`config.mk`:
```
export PLATFORM = sky130hd
export DESIGN_NAME = edge_external_interrupt
export DESIGN_NICKNAME = d
export VERILOG_FILES = /design/src/rtl/edge_irq_pkg.sv /design/src/rtl/edge_external_interrupt.sv
export SDC_FILE = /design/constraint.sdc
export NUM_CORES = 1
export LEC_CHECK = 0
export CAP_MARGIN = 0
export CORE_ASPECT_RATIO = 0.7
export CORE_UTILIZATION = 45
export CTS_CLUSTER_DIAMETER = 100
export CTS_CLUSTER_SIZE = 24
export DETAILED_ROUTE_END_ITERATION = 10
export DONT_BUFFER_PORTS = 1
export SETUP_SLACK_MARGIN = 0.5
export SLEW_MARGIN = 20
export SYNTH_ARGS = -nofsm -noshare
export SYNTH_HDL_FRONTEND = slang
export SYNTH_SLANG_ARGS = --single-unit
```
`constraint.sdc`:
```
create_clock -name sys_clk -period 2 [get_ports sys_clk]
set_input_delay 0.1 -clock sys_clk [delete_from_list [all_inputs] [get_ports sys_clk]]
set_output_delay 0.1 -clock sys_clk [all_outputs]
set_load 0.005 [all_outputs]
```
`src/rtl/edge_irq_pkg.sv`:
```
package edge_irq_pkg;
    localparam int          ADDR_W          = 8;
    localparam int          DATA_W          = 32;
    localparam int          NUM_CH          = 4;
    // register word indices; byte address is four times the index
    localparam logic [7:0]  IDX_CTRL_LOW    = 8'h3F;
    localparam logic [7:0]  IDX_CTRL_HIGH   = 8'h40;
    localparam logic [7:0]  IDX_PRIORITY    = 8'h7B;
    localparam logic [7:0]  IDX_PIN_STATE   = 8'h41;
    localparam logic [7:0]  IDX_IRQ_STATUS  = 8'h42;
    localparam logic [7:0]  IDX_IRQ_MASK    = 8'h43;
    // control register field positions, per pair
    localparam int          HI_FLAG_BIT     = 7;
    localparam int          HI_POL_LSB      = 5;
    localparam int          HI_EN_BIT       = 4;
    localparam int          LO_FLAG_BIT     = 3;
    localparam int          LO_POL_LSB      = 1;
    localparam int          LO_EN_BIT       = 0;
    // priority register fields
    localparam int          LINE_A_LVL_LSB  = 0;
    localparam int          LINE_B_LVL_LSB  = 2;
    // vector words (read-only information)
    localparam logic [15:0] VEC_LINE_A      = 16'hFFFA;
    localparam logic [15:0] VEC_LINE_B      = 16'hFFF8;
    // reset values
    localparam logic [7:0]  CTRL_RST        = 8'h00;
    localparam logic [3:0]  PRIORITY_RST    = 4'hF;
    localparam logic [1:0]  STAT_RST        = 2'h0;
    // polarity encodings
    localparam logic [1:0]  POL_NONE        = 2'h0;
    localparam logic [1:0]  POL_RISE        = 2'h1;
    localparam logic [1:0]  POL_FALL        = 2'h2;
    localparam logic [1:0]  POL_BOTH        = 2'h3;
endpackage : edge_irq_pkg

```
`src/rtl/edge_external_interrupt.sv`:
```
// What this block does
// - matching edge sets the channel request flag
// - flag and enable both set raise request
// - writing zero to a flag clears it
// - flag sets regardless of enable bit
// - enable rising with flag set requests immediately
// - two-bit level fields prioritise both lines
// - asserted request can wake from stop
// - pin levels stay readable while used
// - control register bit layout, first at 3F
// - polarity codes none, rise, fall, both
// - writing one to a flag does nothing
// - channels 0,1 line a; 2,3 line b
//
// The Avalon-MM slave port was decided locally.
`timescale 1ns/1ps
module edge_external_interrupt
    import edge_irq_pkg::*;
(
    input  wire logic                          sys_clk,       // 10 MHz system clock
    input  wire logic                          rst_b,         // async reset, active low
    input  wire logic [edge_irq_pkg::ADDR_W-1:0] address,     // word address
    input  wire logic                          read,          // read strobe
    input  wire logic                          write,         // write strobe
    input  wire logic [3:0]                    byteenable,    // byte lanes
    input  wire logic [edge_irq_pkg::DATA_W-1:0] writedata,   // write data
    output logic      [edge_irq_pkg::DATA_W-1:0] readdata,    // read data
    output logic                               waitrequest,   // stall
    input  wire logic [edge_irq_pkg::NUM_CH-1:0] edge_pin,    // interrupt pins
    output logic                               request_line_a, // channels 0 and 1
    output logic                               request_line_b, // channels 2 and 3
    output logic [1:0]                         line_a_level,  // priority for line a
    output logic [1:0]                         line_b_level,  // priority for line b
    output logic                               stop_wake,     // wake from stop
    output logic                               irq            // summary interrupt
);
    import edge_irq_pkg::*;

    typedef struct packed {
        logic [3:0]  sync1;
        logic [3:0]  sync2;
        logic [3:0]  prev;
        logic [3:0]  flag;
        logic [7:0]  pol;
        logic [3:0]  en;
        logic [3:0]  prio;
        logic [1:0]  stat;
        logic [1:0]  mask;
        logic        ack;
        logic [31:0] rdata;
        logic        line_a;
        logic        line_b;
        logic        irq;
    } state_t;

    state_t state_reg;
    state_t state_next;

    function automatic logic edge_hit(input logic [1:0] pol, input logic prev, input logic cur);
        logic rise;
        logic fall;
        rise = ~prev & cur;
        fall = prev & ~cur;
        unique case (pol)
            POL_NONE: edge_hit = 1'b0;
            POL_RISE: edge_hit = rise;
            POL_FALL: edge_hit = fall;
            POL_BOTH: edge_hit = rise | fall;
        endcase
    endfunction : edge_hit

    function automatic logic [7:0] ctrl_pack(input logic [1:0] fl, input logic [3:0] pl, input logic [1:0] e);
        logic [7:0] v;
        v = 8'h00;
        v[HI_FLAG_BIT] = fl[1];
        v[HI_POL_LSB+:2] = pl[3:2];
        v[HI_EN_BIT] = e[1];
        v[LO_FLAG_BIT] = fl[0];
        v[LO_POL_LSB+:2] = pl[1:0];
        v[LO_EN_BIT] = e[0];
        ctrl_pack = v;
    endfunction : ctrl_pack

    logic [3:0] hit;
    logic [3:0] clr;
    logic       req;
    logic       wr;
    logic       rd;
    logic [7:0] wd;

    always_comb begin
        state_next = state_reg;
        req = (read | write) & ~state_reg.ack;
        // writes land on the edge after the wait state, when waitrequest is sampled low
        wr = write & state_reg.ack & byteenable[0];
        rd = read & req;
        wd = writedata[7:0];
        state_next.ack = req;
        state_next.sync1 = edge_pin;
        state_next.sync2 = state_reg.sync1;
        state_next.prev = state_reg.sync2;
        for (int i = 0; i < NUM_CH; i++) begin
            hit[i] = edge_hit(state_reg.pol[2*i+:2], state_reg.prev[i], state_reg.sync2[i]);
        end
        clr = 4'h0;
        if (wr && address == IDX_CTRL_LOW) begin
            clr[0] = ~wd[LO_FLAG_BIT];
            clr[1] = ~wd[HI_FLAG_BIT];
            state_next.pol[3:0] = {wd[HI_POL_LSB+:2], wd[LO_POL_LSB+:2]};
            state_next.en[1:0] = {wd[HI_EN_BIT], wd[LO_EN_BIT]};
        end
        if (wr && address == IDX_CTRL_HIGH) begin
            clr[2] = ~wd[LO_FLAG_BIT];
            clr[3] = ~wd[HI_FLAG_BIT];
            state_next.pol[7:4] = {wd[HI_POL_LSB+:2], wd[LO_POL_LSB+:2]};
            state_next.en[3:2] = {wd[HI_EN_BIT], wd[LO_EN_BIT]};
        end
        if (wr && address == IDX_PRIORITY) begin
            state_next.prio = wd[3:0];
        end
        state_next.flag = hit | (state_reg.flag & ~clr);
        state_next.line_a = |(state_next.flag[1:0] & state_next.en[1:0]);
        state_next.line_b = |(state_next.flag[3:2] & state_next.en[3:2]);
        state_next.stat = state_reg.stat
                          & ~((wr && address == IDX_IRQ_STATUS) ? wd[1:0] : 2'h0);
        state_next.stat = state_next.stat | {state_next.line_b & ~state_reg.line_b,
                                             state_next.line_a & ~state_reg.line_a};
        if (wr && address == IDX_IRQ_MASK) begin
            state_next.mask = wd[1:0];
        end
        state_next.irq = |(state_next.stat & state_next.mask);
        state_next.rdata = 32'h0000_0000;
        if (rd) begin
            unique case (address)
                IDX_CTRL_LOW:   state_next.rdata[7:0] = ctrl_pack(state_reg.flag[1:0], state_reg.pol[3:0],
                                                                  state_reg.en[1:0]);
                IDX_CTRL_HIGH:  state_next.rdata[7:0] = ctrl_pack(state_reg.flag[3:2], state_reg.pol[7:4],
                                                                  state_reg.en[3:2]);
                IDX_PRIORITY:   state_next.rdata[3:0] = state_reg.prio;
                IDX_PIN_STATE:  state_next.rdata[3:0] = state_reg.sync2;
                IDX_IRQ_STATUS: state_next.rdata[1:0] = state_reg.stat;
                IDX_IRQ_MASK:   state_next.rdata[1:0] = state_reg.mask;
                default:        state_next.rdata = 32'h0000_0000;
            endcase
        end
    end

    always_ff @(posedge sys_clk or negedge rst_b) begin
        if (!rst_b) begin
            state_reg <= '0;
            state_reg.prio <= PRIORITY_RST;
        end else begin
            state_reg <= state_next;
        end
    end

    // answer one cycle after the request is seen
    assign waitrequest    = (read | write) & ~state_reg.ack;
    assign readdata       = state_reg.rdata;
    assign request_line_a = state_reg.line_a;
    assign request_line_b = state_reg.line_b;
    assign line_a_level   = state_reg.prio[LINE_A_LVL_LSB+:2];
    assign line_b_level   = state_reg.prio[LINE_B_LVL_LSB+:2];
    assign stop_wake      = state_reg.line_a | state_reg.line_b;
    assign irq            = state_reg.irq;
endmodule : edge_external_interrupt

```
======== Word level (Yosys, flattened, before mapping) ========
Cells that the tools add are included.
storage, ports and cells
  logic and storage cells ................. 101
  output and inout port bits .............. 41
  bits of input ports ..................... 52
  flip-flop bits (word level) ............. 72
operators by class
  muxes and demuxes ....................... 14
  equal/unequal tests ..................... 18
  bitwise operators ....................... 42
  reduce and logical (&&, ||, !) cells .... 12
operators with widths
  cell                  count
  $eq A8 B7 Y1 const B  5
  $eq A2 B2 Y1 const B  8
  $pmux W1 S4           4
  $and A1 B1 Y1         14
  $not A1 Y1            13
  $mux W2               6
  $pmux W2 S6           1
  $and A2 B2 Y2         4
  $eq A2 B1 Y1 const B  4
  $eq A8 B6 Y1 const B  1
  $logic_not A2 Y1      4
  $mux W8               1
  $pmux W2 S4           1
  $pmux W4 S2           1
  $or A1 B1 Y1          6
  $reduce_or A2 Y1      3
  $logic_and A1 B1 Y1   5
  $and A4 B4 Y4         1
  $not A4 Y4            1
  $or A4 B4 Y4          1
  $not A2 Y2            1
  $or A2 B2 Y2          1

======== Longest topological paths before layout ========
  depth after elaboration ................. 13
  depth in mapped cells ................... 8
  depth with buffers taken out ............ 8

======== Worst setup path before layout ========
No wires, ideal clock.
  path type ............................... input -> register
  start point ............................. input port address[7] (netlist name)
  end point ............................... register state_reg, in the netlist irq
  arrival ................................. 1.838 ns
  stages on the path ...................... 7
  path slack .............................. 0.041 ns
  cell sequence ........................... or3b_4 > or4_4 > buf_6 > a221oi_2 > o22a_2 > o21ai_2 > a22o_1
RTL lines
  what                  line                            text
  start, declared       edge_external_interrupt.sv:22   input wire logic [edge_irq_pkg::ADDR_W-1:0] address,
  end signal, assigned  edge_external_interrupt.sv:153  state_reg <= state_next;
  end, declared         edge_external_interrupt.sv:56   state_t state_reg;

==> results_dict.tcl <==
set metrics [dict create \
    setup_violations 0 \
    cts-root-buf "clkbuf_8" \
    worstPathRequired_ns 2.20 \
    yosysSeqAreaShare 0.493 \
    synth_seq_cells 48 \
    fmax_mhz 505 \
    finalPower_mw 2.00 \
    final-seq-area_um2 1210 \
    core_um2 5230 \
    status "finished clean" \
    criticalPathCategory "reg -> reg" \
    synthTopCellsByArea "dfrtp_1, buf_4, mux2_2, dfstp_2, ha_1" \
    async_flop_share 1.00 \
    clkSlewWorstSetupHoldPaths_ns 0.09 \
    pin_count 93 \
    io_buffers 0 \
    clk_latency_ns 0.31 \
    multi_input_area_um2 1050 \
    worstMarginPinSlew_ns 0.603 \
    finalHoldViolCount 0 \
    min-delay-path-class "in -> reg" \
    period_share 0.990 \
    dpl_worst_slack_ns 0.00891 \
    synth.distinct_cells 37 \
    gp_congestion 0.760 \
    yosysTopAreaCell "dfrtp_1" \
    syn_area_per_cell_um2 10.9 \
    sequentialPowerShare 0.518 \
    synthCells 225 \
    wl_mm 4.81 \
    htreeDepth 2 \
    grtUsageTotal 0.184 \
    ant_nets 0 \
    vias 1561 \
    clock-sinks 48 \
    slew_viol_final 0 \
    yosys.area.top_type_share 0.450 \
    vias_per_cell 4.80 \
    ys_warn_count 0 \
    fin_skew_ns 0.00690 \
    antenna_found_initial 0 \
    dominantRegCellSynth "dfrtp_1" \
    rows 22 \
    layout.nets 312 \
    drc 0 \
    fin_ws_ns 0.0199 \
    end_kind "flip-flop" \
    largest_reg_flops 25 \
    first_global_vias 1513 \
    worst_setup_path_start_kind "flip-flop" \
    vdd_drop_max_mv 0.432 \
    initial_core_util 0.467 \
    combPwrFrac 0.096 \
    slew_headroom 0.595 \
    switching_share 0.231 \
    overflow 0 \
    rsz0062_at_grt "yes" \
    finalCriticalPeriod_ns 1.98 \
    drtIter0Drc 52 \
    drv_cap 0 \
    area.growth.synth_to_final_pct 18.9 \
    yosys-top-cells-count "dfrtp_1, buf_4, inv_1" \
    power_density_nw_per_um2 689 \
    cts_buffers 5 \
    nFillCells 462 \
    die_area_um2 5740 \
    wl_per_cell_um 14.8 \
    p_int_mw 1.54 \
    p_leak_nw 1.39 \
    synth-edff-count 0 \
    cts_tree "yes" \
    grt_max_degree 49 \
    syn-cell-area_um2 2440 \
    p_clk_frac 0.387 \
    layout-drive-gt1-share 0.281 \
    chipWidth_um 90.1 \
    clk_path_buf_depth 2 \
    synth_most_common_cell "dfrtp_1" \
    crit_arrival_ns 2.18 \
    die-height_um 63.7 \
    path_max_fanout 6 \
    grt_pass1_wl_mm 7.99 \
    power.net_switching_mw 0.462 \
    antennaDiodeCount 0 \
    hpwlAfterDp_mm 3.32 \
    drt_first_pass_iters 4 \
]
==> worst paths after layout <==
path / from / end / slack [ns] / depth (start not counted)
max reg2reg: state_reg[35] / irq / 0.02 / 6
max: state_reg[35] / irq / 0.02 / 6
min: address[0] / readdata[0] / 0.04 / 3
min reg2reg: state_next[65] / state_next[61] / 0.35 / 0
min in group asynchronous: rst_b / readdata[5] / 0.29 / 2
max in group asynchronous: rst_b / line_b_level[1] / 1.43 / 2
==> routing by layer <==
metal,global-route usage,vias up,part of all wire
li1,-,752,-
met1,0.276,749,0.51
met2,0.245,52,0.41
met3,0.0531,8,0.063
met4,0.0726,0,0.018
met5,0,-,0
==> layout make-up <==
cell class	instances	area share
flip-flops and latches	48	0.415
multi-input cells	139	0.361
repair buffers	36	0.121
clock buffers	7	0.0331
well taps	72	0.0310
inverters	22	0.0284
clock inverters	1	0.0103
==> power groups by stage <==
stage / logic (mW) / registers [mW] / clock network, mW
CTS: 0.183 / 1.04 / 0.799
floorplan: 0.132 / 1.05 / 0
detailed placement: 0.109 / 1.06 / 0
global route: 0.215 / 1.04 / 0.825
finish: 0.192 / 1.04 / 0.775
global placement: 0.106 / 1.05 / 0
==> cell families after synthesis <==
family                     after synthesis  synth area share
and+or+nand+nor                         58             0.118
buffers and inverters                   61             0.154
AOI/OAI and AO/OA                       24            0.0773
muxes                                   25             0.115
other                                    1           0.00153
adders and majority gates                8            0.0409
DFF                                     48             0.493
==> cells in the final DEF, fill, tap and decap left out, types with 2 or more instances in the layout <==
master,n
buf_6,3
a221oi_4,4
dfrtp_1,44
a221oi_1,2
dlygate4sd3_1,15
a221oi_2,2
buf_4,16
nor3_1,3
nor2_1,15
o21ai_0,5
a21oi_1,2
nand2_1,18
mux2i_1,9
clkbuf_8,7
conb_1,24
mux2_2,14
inv_1,20
nand4_1,2
nand4b_1,2
a22oi_1,4
or2_2,2
ha_1,8
o21ai_2,2
inv_2,2
dfstp_2,4
nor2_2,2
==> critical path, stage by stage (launching register included) <==
cell	delay [ns]
dfrtp_1	0.37
nand4b_1	0.11
or4_4	0.61
a221oi_4	0.31
o22a_2	0.22
o21ai_2	0.07
a22o_1	0.18
==> what timing repair did <==
item                                   in CTS  in global routing
pin swaps                                   3                  1
gates resized for setup                     7                 12
endpoints found under the hold margin      73                  6
hold buffers                               15                  1
setup endpoints to repair                  13                 24
buffers inserted                            8                  5
==> stage by stage <==
step	hold slack [ns]	area (um2)	setup TNS [ns]	utilization	instances
floorplan	-0.196	2550	0	-	248
global placement	-0.195	2410	0	0.461	288
detailed placement	-0.194	2410	0	0.461	288
CTS	0.0263	2810	0	0.538	319
global route	0.0479	2910	-0.0573	0.556	325
finish	0.0442	2910	0	0.556	325
Note: power is estimated with default switching activity, not from simulation.
